--- src/pkg/seq_pkg.sv ---
// shared constants and types for the program sequencer
`default_nettype none
package seq_pkg;

  // program counter and program memory word
  localparam int unsigned PC_W        = 11;
  localparam int unsigned WORD_W      = 14;
  localparam int unsigned PHASE_W     = 2;

  // four system clocks make one instruction cycle
  localparam logic [PHASE_W-1:0] PHASE_LAST = 2'h3;

  // data memory offsets of the sequencer registers
  localparam logic [6:0] PC_LOW_ADDR   = 7'h06;
  localparam logic [6:0] TAB_PTR_ADDR  = 7'h07;
  localparam logic [6:0] TAB_HIGH_ADDR = 7'h08;

  // reset values
  localparam logic [PC_W-1:0] PC_RESET   = 11'h000;
  localparam logic [7:0]      TAB_PTR_RESET  = 8'h00;
  localparam logic [5:0]      TAB_HIGH_RESET = 6'h00;

  // interrupt vectors
  localparam logic [PC_W-1:0] VEC_EXT   = 11'h004;
  localparam logic [PC_W-1:0] VEC_TIMER = 11'h008;
  localparam logic [PC_W-1:0] VEC_ADC   = 11'h00c;

  // what the decoder asks of the sequencer for one instruction
  typedef enum logic [2:0] {
    CMD_NONE     = 3'b000,
    CMD_JUMP     = 3'b001,
    CMD_CALL     = 3'b010,
    CMD_RET      = 3'b011,
    CMD_SKIP     = 3'b100,
    CMD_TAB_CUR  = 3'b101,
    CMD_TAB_LAST = 3'b110
  } cmd_kind_t;

  typedef struct packed {
    cmd_kind_t       kind;
    logic [PC_W-1:0] target;  // address field of jump or call
  } seq_cmd_t;

  // interrupt requests already gated by their own enables
  typedef struct packed {
    logic ext;
    logic timer;
    logic adc;
  } irq_t;

  // sequencer state
  typedef enum logic [1:0] {
    ST_RUN   = 2'b00,
    ST_TABLE = 2'b01
  } seq_state_t;

endpackage : seq_pkg
`default_nettype wire

--- src/hw/program_sequencer_table_read.sv ---
// instruction sequencer with program counter and table read
`timescale 1ns/10ps
`default_nettype none

module program_sequencer_table_read
  import seq_pkg::*;
#(
  parameter bit SMALL_ROM = 1'b0
) (
  input  wire logic              clk_sys,
  input  wire logic              rst,
  // program memory
  output logic     [PC_W-1:0]    pm_addr,
  input  wire logic [WORD_W-1:0] pm_data,
  // instruction handed to the decoder
  output logic     [PHASE_W-1:0] phase,
  output logic     [WORD_W-1:0]  instr,
  output logic                   instr_valid,
  input  wire seq_cmd_t          cmd,
  // return stack
  input  wire logic [PC_W-1:0]   stack_top,
  input  wire logic              stack_full,
  output logic                   push,
  output logic                   pop,
  output logic     [PC_W-1:0]    push_addr,
  // interrupts
  input  wire irq_t              irq,
  output irq_t                   irq_ack,
  // data memory side of the registers
  input  wire logic [6:0]        dm_addr,
  input  wire logic              dm_wr,
  input  wire logic [7:0]        dm_wdata,
  output logic     [7:0]         dm_rdata,
  // low byte of a table word for the destination
  output logic     [7:0]         tab_low,
  output logic                   tab_low_wr
);

  // mask removes the top counter bit on the small part
  localparam logic [PC_W-1:0] PC_MASK_BIG   = 11'h7ff;
  localparam logic [PC_W-1:0] PC_MASK_SMALL = 11'h3ff;
  localparam logic [PC_W-1:0] PC_ONE        = 11'h001;
  localparam logic [PC_W-1:0] PC_MASK =
    SMALL_ROM ? PC_MASK_SMALL : PC_MASK_BIG;

  logic [PHASE_W-1:0] phase_q;
  logic [PC_W-1:0]    pc_q;
  logic [PC_W-1:0]    pc_d;
  logic [PC_W-1:0]    pm_addr_q;
  logic [WORD_W-1:0]  ir_q;
  logic               ir_valid_q;
  logic               ir_valid_d;
  logic               instr_valid_q;
  seq_state_t         state_q;
  seq_state_t         state_d;
  logic [7:0]         tab_ptr_q;
  logic [5:0]         tab_high_q;
  logic [7:0]         rdata_q;
  logic [7:0]         tab_low_q;
  logic               tab_low_wr_q;
  logic               push_q;
  logic               pop_q;
  logic [PC_W-1:0]    push_addr_q;
  irq_t               irq_ack_q;
  irq_t               irq_ack_d;
  logic               cyc_end;
  logic               exec;
  logic               pc_low_wr;
  logic               irq_take;
  logic [PC_W-1:0]    irq_vec;
  logic [PC_W-1:0]    ret_addr;
  logic [PC_W-1:0]    tab_addr;
  logic [PC_W-1:0]    fetch_d;

  // phase counter: one instruction cycle every four clocks
  always_ff @(posedge clk_sys or posedge rst) begin
    if (rst) begin
      phase_q <= '0;
    end else begin
      phase_q <= phase_q + 2'h1;
    end
  end

  assign cyc_end = (phase_q == PHASE_LAST);

  // instruction in the register is executed this cycle
  assign exec   = ir_valid_q && (state_q == ST_RUN);
  assign pc_low_wr = exec && dm_wr && (dm_addr == PC_LOW_ADDR);

  // counter already points at the fetched word, the return address
  assign ret_addr = pc_q;

  // table address from pointer and page
  always_comb begin
    tab_addr = {pc_q[PC_W-1:8], tab_ptr_q};
    if (cmd.kind == CMD_TAB_LAST) begin
      tab_addr = {PC_MASK[PC_W-1:8], tab_ptr_q};
    end
    tab_addr = tab_addr & PC_MASK;
  end

  // interrupt priority, held off while the stack is full
  always_comb begin
    irq_ack_d = '0;
    irq_vec   = VEC_EXT;
    if (irq.ext) begin
      irq_ack_d.ext = 1'b1;
      irq_vec       = VEC_EXT;
    end else if (irq.timer) begin
      irq_ack_d.timer = 1'b1;
      irq_vec         = VEC_TIMER;
    end else if (irq.adc) begin
      irq_ack_d.adc = 1'b1;
      irq_vec       = VEC_ADC;
    end
  end

  // interrupt taken only between plain instructions
  always_comb begin
    irq_take = 1'b0;
    if (exec && !stack_full && (irq.ext || irq.timer || irq.adc)) begin
      irq_take = (cmd.kind == CMD_NONE) && !pc_low_wr;
    end
  end

  // next counter, next fetch address and pipeline validity
  always_comb begin
    pc_d       = (pc_q + PC_ONE) & PC_MASK;
    fetch_d    = pc_d;
    ir_valid_d = 1'b1;
    state_d    = ST_RUN;
    if (state_q == ST_TABLE) begin
      // dummy cycle read the table; resume with held word
      pc_d       = pc_q;
      fetch_d    = pc_q;
      ir_valid_d = ir_valid_q;
    end else if (irq_take) begin
      pc_d       = irq_vec;
      fetch_d    = irq_vec;
      ir_valid_d = 1'b0;
    end else if (pc_low_wr) begin
      pc_d       = {pc_q[PC_W-1:8], dm_wdata} & PC_MASK;
      fetch_d    = pc_d;
      ir_valid_d = 1'b0;
    end else if (exec) begin
      unique case (cmd.kind)
        CMD_JUMP, CMD_CALL: begin
          pc_d       = cmd.target & PC_MASK;
          fetch_d    = pc_d;
          ir_valid_d = 1'b0;
        end
        CMD_RET: begin
          pc_d       = stack_top & PC_MASK;
          fetch_d    = pc_d;
          ir_valid_d = 1'b0;
        end
        CMD_SKIP: begin
          // fetched word dropped, next fetch is skip address + 2
          pc_d       = (pc_q + PC_ONE) & PC_MASK;
          fetch_d    = pc_d;
          ir_valid_d = 1'b0;
        end
        CMD_TAB_CUR, CMD_TAB_LAST: begin
          // next word fetched now, table word read next cycle
          pc_d       = (pc_q + PC_ONE) & PC_MASK;
          fetch_d    = tab_addr;
          ir_valid_d = 1'b1;
          state_d    = ST_TABLE;
        end
        CMD_NONE: begin
          pc_d       = (pc_q + PC_ONE) & PC_MASK;
          fetch_d    = pc_d;
        end
        default: begin
          pc_d       = (pc_q + PC_ONE) & PC_MASK;
          fetch_d    = pc_d;
        end
      endcase
    end
  end

  // program counter and fetch address
  always_ff @(posedge clk_sys or posedge rst) begin
    if (rst) begin
      pc_q      <= PC_RESET;
      pm_addr_q <= PC_RESET;
    end else if (cyc_end) begin
      pc_q      <= pc_d;
      pm_addr_q <= (state_q == ST_TABLE) ? pc_q : fetch_d;
    end
  end

  // instruction register: fetched word drops into it
  always_ff @(posedge clk_sys or posedge rst) begin
    if (rst) begin
      ir_q       <= '0;
      ir_valid_q <= 1'b0;
    end else if (cyc_end) begin
      if (state_q != ST_TABLE) begin
        ir_q <= pm_data;
      end
      ir_valid_q <= ir_valid_d;
    end
  end

  // sequencer state
  always_ff @(posedge clk_sys or posedge rst) begin
    if (rst) begin
      state_q       <= ST_RUN;
      instr_valid_q <= 1'b0;
    end else if (cyc_end) begin
      state_q       <= state_d;
      instr_valid_q <= ir_valid_d && (state_d == ST_RUN);
    end
  end

  // table pointer written from the data side
  always_ff @(posedge clk_sys or posedge rst) begin
    if (rst) begin
      tab_ptr_q <= TAB_PTR_RESET;
    end else if (cyc_end && exec && dm_wr && dm_addr == TAB_PTR_ADDR) begin
      tab_ptr_q <= dm_wdata;
    end
  end

  // table word capture; high byte written only by table reads
  always_ff @(posedge clk_sys or posedge rst) begin
    if (rst) begin
      tab_high_q   <= TAB_HIGH_RESET;
      tab_low_q    <= '0;
      tab_low_wr_q <= 1'b0;
    end else begin
      tab_low_wr_q <= 1'b0;
      if (cyc_end && state_q == ST_TABLE) begin
        tab_low_q    <= pm_data[7:0];
        tab_high_q   <= pm_data[WORD_W-1:8];
        tab_low_wr_q <= 1'b1;
      end
    end
  end

  // stack and interrupt handshakes, one clock each
  always_ff @(posedge clk_sys or posedge rst) begin
    if (rst) begin
      push_q      <= 1'b0;
      pop_q       <= 1'b0;
      push_addr_q <= '0;
      irq_ack_q   <= '0;
    end else begin
      push_q    <= 1'b0;
      pop_q     <= 1'b0;
      irq_ack_q <= '0;
      if (cyc_end && irq_take) begin
        push_q      <= 1'b1;
        push_addr_q <= ret_addr;
        irq_ack_q   <= irq_ack_d;
      end else if (cyc_end && exec && !pc_low_wr) begin
        if (cmd.kind == CMD_CALL) begin
          push_q      <= 1'b1;
          push_addr_q <= ret_addr;
        end
        if (cmd.kind == CMD_RET) begin
          pop_q <= 1'b1;
        end
      end
    end
  end

  // register read port; high byte top bits read zero
  always_ff @(posedge clk_sys or posedge rst) begin
    if (rst) begin
      rdata_q <= '0;
    end else begin
      unique case (dm_addr)
        PC_LOW_ADDR:   rdata_q <= pc_q[7:0];
        TAB_PTR_ADDR:  rdata_q <= tab_ptr_q;
        TAB_HIGH_ADDR: rdata_q <= {2'b00, tab_high_q};
        default:       rdata_q <= '0;
      endcase
    end
  end

  // outputs straight from flip-flops
  assign pm_addr     = pm_addr_q;
  assign phase       = phase_q;
  assign instr       = ir_q;
  assign instr_valid = instr_valid_q;
  assign push        = push_q;
  assign pop         = pop_q;
  assign push_addr   = push_addr_q;
  assign irq_ack     = irq_ack_q;
  assign dm_rdata    = rdata_q;
  assign tab_low     = tab_low_q;
  assign tab_low_wr  = tab_low_wr_q;

endmodule : program_sequencer_table_read

`default_nettype wire

--- config.mk ---
export PLATFORM = sky130hd
export DESIGN_NAME = program_sequencer_table_read
export DESIGN_NICKNAME = d
export VERILOG_FILES = /design/src/pkg/seq_pkg.sv /design/src/hw/program_sequencer_table_read.sv
export SDC_FILE = /design/constraint.sdc
export NUM_CORES = 1
export LEC_CHECK = 0
export BUFFER_PORTS_ARGS = -buffer_cell sky130_fd_sc_hd__buf_2
export CAP_MARGIN = 20
export CORE_MARGIN = 2
export CORE_UTILIZATION = 48
export DETAILED_ROUTE_END_ITERATION = 7
export GPL_TIMING_DRIVEN = 0
export HOLD_SLACK_MARGIN = 0.12
export PLACE_DENSITY_LB_ADDON = 0.1
export SLEW_MARGIN = 20
export SYNTH_ARGS = -nofsm -noshare
export SYNTH_HDL_FRONTEND = slang
export SYNTH_SLANG_ARGS = --single-unit
export TNS_END_PERCENT = 100
--- constraint.sdc ---
create_clock -name clk_sys -period 2.6 [get_ports clk_sys]
set_input_delay 0.13 -clock clk_sys [delete_from_list [all_inputs] [get_ports clk_sys]]
set_output_delay 0.13 -clock clk_sys [all_outputs]
set_load 0.02 [all_outputs]
After elaboration in Yosys (flattened, before gate mapping). Index checks and enable logic that the tools add are counted.

Bitwise gates (word level): 1. Eq/ne operators: 13. Add/sub/neg operators: 2. Mux-type cells: 41. Reduce and logical (&&, ||, !) cells: 29.

Operators by type and width (count): 2-to-1 mux 11 bit (12); case mux 11 bit (3 select lines) (1); case mux 8 bit (3 select lines) (1); 2-to-1 mux 1 bit (22); case mux 11 bit (2 select lines) (1); equality test 7 x 3 -> 1 bit (second input constant) (2); logical AND 1 bit (13); adder 11 x 1 -> 11 bit (second input constant) (1); equality test 3 bit (second input constant) (3); 2-to-1 mux 4 bit (2); equality test 7 x 4 -> 1 bit (second input constant) (1); equality test 3 x 2 -> 1 bit (second input constant) (2); AND reduction 2 bit (3); zero test 2 bit (2); != test 2 x 1 -> 1 bit (second input constant) (2); nonzero test 2 bit (2); OR reduction 2 bit (2); OR reduction 4 bit (1); equality test 3 x 1 -> 1 bit (second input constant) (1); zero test 3 bit (1); 2-to-1 mux 3 bit (1); AND reduction 3 bit (1); adder 2 x 1 -> 2 bit (second input constant) (1); equality test 2 x 1 -> 1 bit (second input constant) (1); other kinds (5) (7).

Input port bits: 61. Word-level logic and storage cells: 105. Bits in registers: 89.

Depth between registers and ports, before layout.
Depth in word-level cells: 11. Mapped depth: 8.

Worst setup path after synthesis. Ideal clock, no wire load.

Path type: register to register. From: reg phase_q[0], in the netlist phase[0]. To: reg tab_ptr_q[0]. Required time: 2.475 ns. Arrival: 1.768 ns. Buffers on the path: 1. Setup time: 0.125 ns. Stages on the path, launching flop included: 7. Path slack: 0.707 ns. Cells stage by stage: dfrtp_1 ha_1 nor2b_1 clkbuf_1 nand4_1 nor2_2 mux2_2.

Cells in the longest elaborated chain, start to end: 4.

Ends and longest elaborated chain: start: declaration (line program_sequencer_table_read.sv:46) `logic [PHASE_W-1:0] phase_q;`; start signal: assignment (line program_sequencer_table_read.sv:80) `phase_q <= phase_q + 2'h1;`; equality test 2 bit (line program_sequencer_table_read.sv:84) `assign cyc_end = (phase_q == PHASE_LAST);`; logical AND 1 bit (3 in a row) (line program_sequencer_table_read.sv:221) `end else if (cyc_end && exec && dm_wr && dm_addr == TAB_PTR_ADDR) begin`; end signal: assignment (line program_sequencer_table_read.sv:222) `tab_ptr_q <= dm_wdata;`; end: declaration (line program_sequencer_table_read.sv:56) `logic [7:0] tab_ptr_q;`.

Every way passes these cells. A chain may end at the register's enable or synchronous reset.

Worst setup path after layout.
From: reg ir_valid_q. To: reg irq_ack_q, in the netlist irq_ack[0].

Cells in the longest elaborated chain, start to end: 8. Elaborated cells between the ends (all ways): 10. Those cells by class: mux (2); reduce/logical (8).

Ends and longest elaborated chain: start: declaration (line program_sequencer_table_read.sv:51) `logic ir_valid_q;`; start signal: assignment (line program_sequencer_table_read.sv:202) `ir_valid_q <= ir_valid_d;`; logical AND 1 bit * (line program_sequencer_table_read.sv:87) `assign exec = ir_valid_q && (state_q == ST_RUN);`; logical AND 1 bit (2 in a row) (line program_sequencer_table_read.sv:88) `assign pc_low_wr = exec && dm_wr && (dm_addr == PC_LOW_ADDR);`; zero test 1 bit (line program_sequencer_table_read.sv:122) `irq_take = (cmd.kind == CMD_NONE) && !pc_low_wr;`; logical AND 1 bit (line program_sequencer_table_read.sv:122); 2-to-1 mux 1 bit * (line program_sequencer_table_read.sv:121) `if (exec && !stack_full && (irq.ext || irq.timer || irq.adc)) begin`; logical AND 1 bit * (line program_sequencer_table_read.sv:253) `if (cyc_end && irq_take) begin`; 2-to-1 mux 3 bit * (line program_sequencer_table_read.sv:253); end signal: assignment (line program_sequencer_table_read.sv:256) `irq_ack_q <= irq_ack_d;`; end: declaration (line program_sequencer_table_read.sv:64) `irq_t irq_ack_q;`.

Mark *: on every way between the ends. The rest lies on a longest branch, timed or not.

==> flow_summary_export.csv <==
group,metric,value,unit
synth,postSynth.asyncResetShare,100,%
cells_and_area,finish.instance_area,5990,um^2
route,route.vias.total,4397,
floorplanning,rows,36,
synth,synth-seq-area-share,46.2,%
global_routing,grt_first_pass_wirelength,24200,um
timing,maxSlewViolCount,0,
synth,yosys.area_share.adder,0.525,%
synth,synth_top_cells_by_count,"88 x dfrtp_1, 83 x nand2_1, 33 x mux2_2, 25 x nor2_1",
flow_run,timing.max_cap.violations,0,
clock_tree,cts_buffers,9,
floorplanning,core,9680,um^2
synth,synth_compound_area_share,15.1,%
clock_tree,cts.hold.buffers_added,26,
cells_and_area,post_route_cells_drive_above_1_share,31.2,%
floorplanning,fp.dieArea,10700,um^2
timing,unrepaired_setup_endpoints_after_global_routing,"no",
synth,synthesized_area_fraction_occupied_by_and_or_nand_nor_cells,17.8,%
place,place.port_buffers,119,
route,routed_wire_length_per_instance,19.6,um
synth,synth_xor_xnor_area_share,1.84,%
outcome,run_status,"finished clean",
clock_tree,post-cts-setup-buffer-count,0,
clock_tree,clockBufferDepth,2,
synth,synthDistinctLibCells,68,
floorplanning,fp.dieW,104,um
cells_and_area,multi_input_comb_area,2380,um^2
clock_tree,clock_tree.htree_level_count,3,
floorplanning,die_height,104,um
clock_tree,insertion_delay,0.37,ns
timing,whs,0.162,ns
route,detail-route-antenna-nets,0,
power_and_ir_drop,power.total,4.89,mW
floorplanning,io-pin-count,122,
setup_path,crit_path_max_fanout,10,
power_and_ir_drop,power_per_cell_area,817,nW/um^2
global_routing,gr-usage-all-layers,28.8,%
global_routing,largest_net_degree_at_the_start_of_global_routing,50,
route,wirelength,15100,um
synth,dominant_combinational_cell_family_by_area_after_synthesis,"simple AND/OR/NAND/NOR gates",
route,post_drt_via_cell_ratio,5.70,
global_routing,number_of_global_route_vias_before_repair,4423,
power_and_ir_drop,power_leakage,2.89,nW
cells_and_area,areaGrowthSynthToFinish,25.7,%
place,postPlaceCellArea,5560,um^2
clock_tree,clock_transition_at_the_register_clock_pins_on_the_worst_setup_and_hold_paths_after_cts,0.10,ns
global_routing,number_of_antenna_violations_at_the_first_check_in_global_routing,0,
clock_tree,postCtsResizedCells,0,
timing,min_clock_period_post_route,2.49,ns
setup_path,rr_worst_depth,7,
place,gp_congestion,0.969,
power_and_ir_drop,max-vdd-ir-drop,441,uV
setup_path,crit_required,2.90,ns
min_path,worstHoldPathCells,4,
setup_path,rrSetupSlack,0.11,ns
setup_path,worstSetupPathType,"reg2reg",
min_path,timing.hold.worst.start,"dm_addr[1]",
timing,fin_crit_sh,95.9,%
synth,synthesized_instance_count,476,
synth,synthesis.nets,539,
clock_tree,clock-sinks,88,
synth,synth_area_leader_cell,"dfrtp_1",
synth,yosys_register_bits,88,
setup_path,timing.rr.start,"ir_valid_q$_DFFE_PP0N_",
cells_and_area,postLayoutCoreUtil,61.8,%
timing,fmaxAchievable,401,MHz
timing,clock_skew,0.0185,ns
synth,synthesis.yosys.warnings,0,
synth,yosysMostFrequentCell,"dfrtp_1",
setup_path,worst_ep_arrival_time,2.80,ns
synth,synth_area_per_cell,10.0,um^2
timing,worst_margin_slew,0.727,ns
setup_path,worst_r2r_end,"irq_ack[0]$_DFF_PP0_",
clock_tree,cts_tree,"yes",
route,first_iter_violations,378,
synth,synth_area,4760,um^2
timing,slew_headroom,51.4,%
timing,finalHoldViolations,0,
synth,synth.top_cell.area_share,46.2,%
cells_and_area,seqCellArea,2200,um^2
floorplanning,initial_standard_cell_utilization_of_the_core,49.2,%
cells_and_area,diodes,0,
setup_path,timing.critical_path.from_type,"flop",
setup_path,critPathCaptureType,"flop",
min_path,hold_path.class,"in2reg",
clock_tree,master_cell_of_the_clock_root_buffer,"clkbuf_8",
cells_and_area,n_fill_cell,848,
place,place.detailed.instances,729,
timing,final-setup-viol-count,0,
cells_and_area,instances_no_fill,771,
synth,synthMuxAreaShare,14.6,%
place,dp_hpwl,10800,um
min_path,worstHoldEndpoint,"dm_rdata[1]$_DFF_PP0_",
route,drt-pass1-iter-count,5,
synth,synth_area_leaders,"dfrtp_1 46%, mux2_2 7.8%, nand2_1 6.5%",
route,drt_drc_violations_left,0,
synth,synth_top_flop_cell,"dfrtp_1",
global_routing,grt-ovfl-total,0,
cells_and_area,nNetsFinal,696,
synth,synth_enable_flop_cells,0,
-- per-stage QoR --
stage | TNS (ns) | worst slack, ns
global placement | -68.58 | -0.789
CTS | 0 | 0.131
detailed placement | 0 | 0.203
global route | 0 | 0.0237
finish | 0 | 0.108
floorplan | 0 | 0.191
-- registers in the layout, summed over array words and instances, names as in the netlist --
signal       cells
pm_addr         11
pc_q            11
pop              1
instr_valid      1
dm_rdata         8
push_addr       11
push             1
phase            2
tab_high_q       6
tab_low          8
instr           14
tab_ptr_q        8
irq_ack          3
ir_valid_q       1
tab_low_wr       1
state_q          1
-- per-layer routing --
| layer | vias up | share of wire, % | global-route usage (%) |
|---|---|---|---|
| met5 | - | 0 | 0 |
| met4 | 0 | 1.8 | 8.98 |
| met3 | 28 | 8.0 | 5.98 |
| met2 | 231 | 45 | 44.5 |
| met1 | 2111 | 45 | 40.9 |
| li1 | 2027 | - | - |
-- worst max-delay path, stage by stage, from the launching register on --
cell and delay (ns):
dfrtp_1 0.34, buf_4 0.17, or3b_1 0.37, buf_6 0.16
a21oi_4 0.20, nand3_1 0.25, nor4b_1 0.35, dlygate4sd3_1 0.58
-- report_power, final --
part           internal (mW)  total, mW  switching, mW  leakage (nW)
logic                  0.809       1.99           1.18          1.72
registers               1.75       2.03          0.281          1.09
clock network          0.351      0.873          0.522        0.0802
total                   2.91       4.89           1.98          2.89
-- worst max path at each step --
stage,start,slack (ns),end
2_1_floorplan,rst,0.19,dm_rdata[0]$_DFF_PP0_
3_3_place_gp,rst,-0.79,instr_valid$_DFFE_PP0N_
3_5_place_dp,phase[0]$_DFF_PP0_,0.20,pm_addr[2]$_DFFE_PP0N_
4_1_cts,ir_valid_q$_DFFE_PP0N_,0.13,irq_ack[0]$_DFF_PP0_
5_1_grt,phase[0]$_DFF_PP0_,0.02,irq_ack[0]$_DFF_PP0_
6_report,ir_valid_q$_DFFE_PP0N_,0.11,irq_ack[0]$_DFF_PP0_
-- placed cells by master (no fill, tap or decap), types with 4 or more instances in the layout --
| cell type | Yosys | final |
|---|---|---|
| a21oi_1 | 23 | 23 |
| a22oi_1 | 5 | 5 |
| a31oi_1 | 4 | 4 |
| and3_1 | 4 | 4 |
| and4_1 | 4 | 4 |
| buf_1 | 5 | 5 |
| buf_2 | 4 | 123 |
| clkbuf_1 | 17 | 18 |
| clkbuf_8 | 0 | 9 |
| dfrtp_1 | 88 | 88 |
| dlygate4sd3_1 | 0 | 26 |
| inv_1 | 7 | 6 |
| mux2_2 | 33 | 33 |
| mux2_4 | 9 | 9 |
| mux2i_1 | 19 | 19 |
| nand2_1 | 83 | 83 |
| nand3_1 | 11 | 11 |
| nor2_1 | 25 | 25 |
| nor2b_1 | 11 | 11 |
| nor3_1 | 4 | 4 |
| o211ai_1 | 6 | 6 |
| o21ai_0 | 23 | 23 |
| o221ai_1 | 6 | 6 |
| o22ai_1 | 9 | 9 |
| xnor2_1 | 8 | 8 |
-- layout make-up --
class                      instances  area share, %
multi-input combinational        349           39.7
sequential                        88           36.8
timing repair buffer             146           14.8
tap                              133           2.78
buffer                            31           2.53
clock buffer                      10           2.13
clock inverter                     6          0.731
inverter                           8          0.543
-- logic make-up (layout without fill, tap and decap cells) --
family	Yosys count	after routing
adders and majority gates	2	2
muxes	61	61
DFF	88	88
buffers and inverters	39	201
and+or+nand+nor	169	169
xor gates and xnor gates	10	10
AOI/OAI and AO/OA	107	107
(Power assumes the default switching activity.)
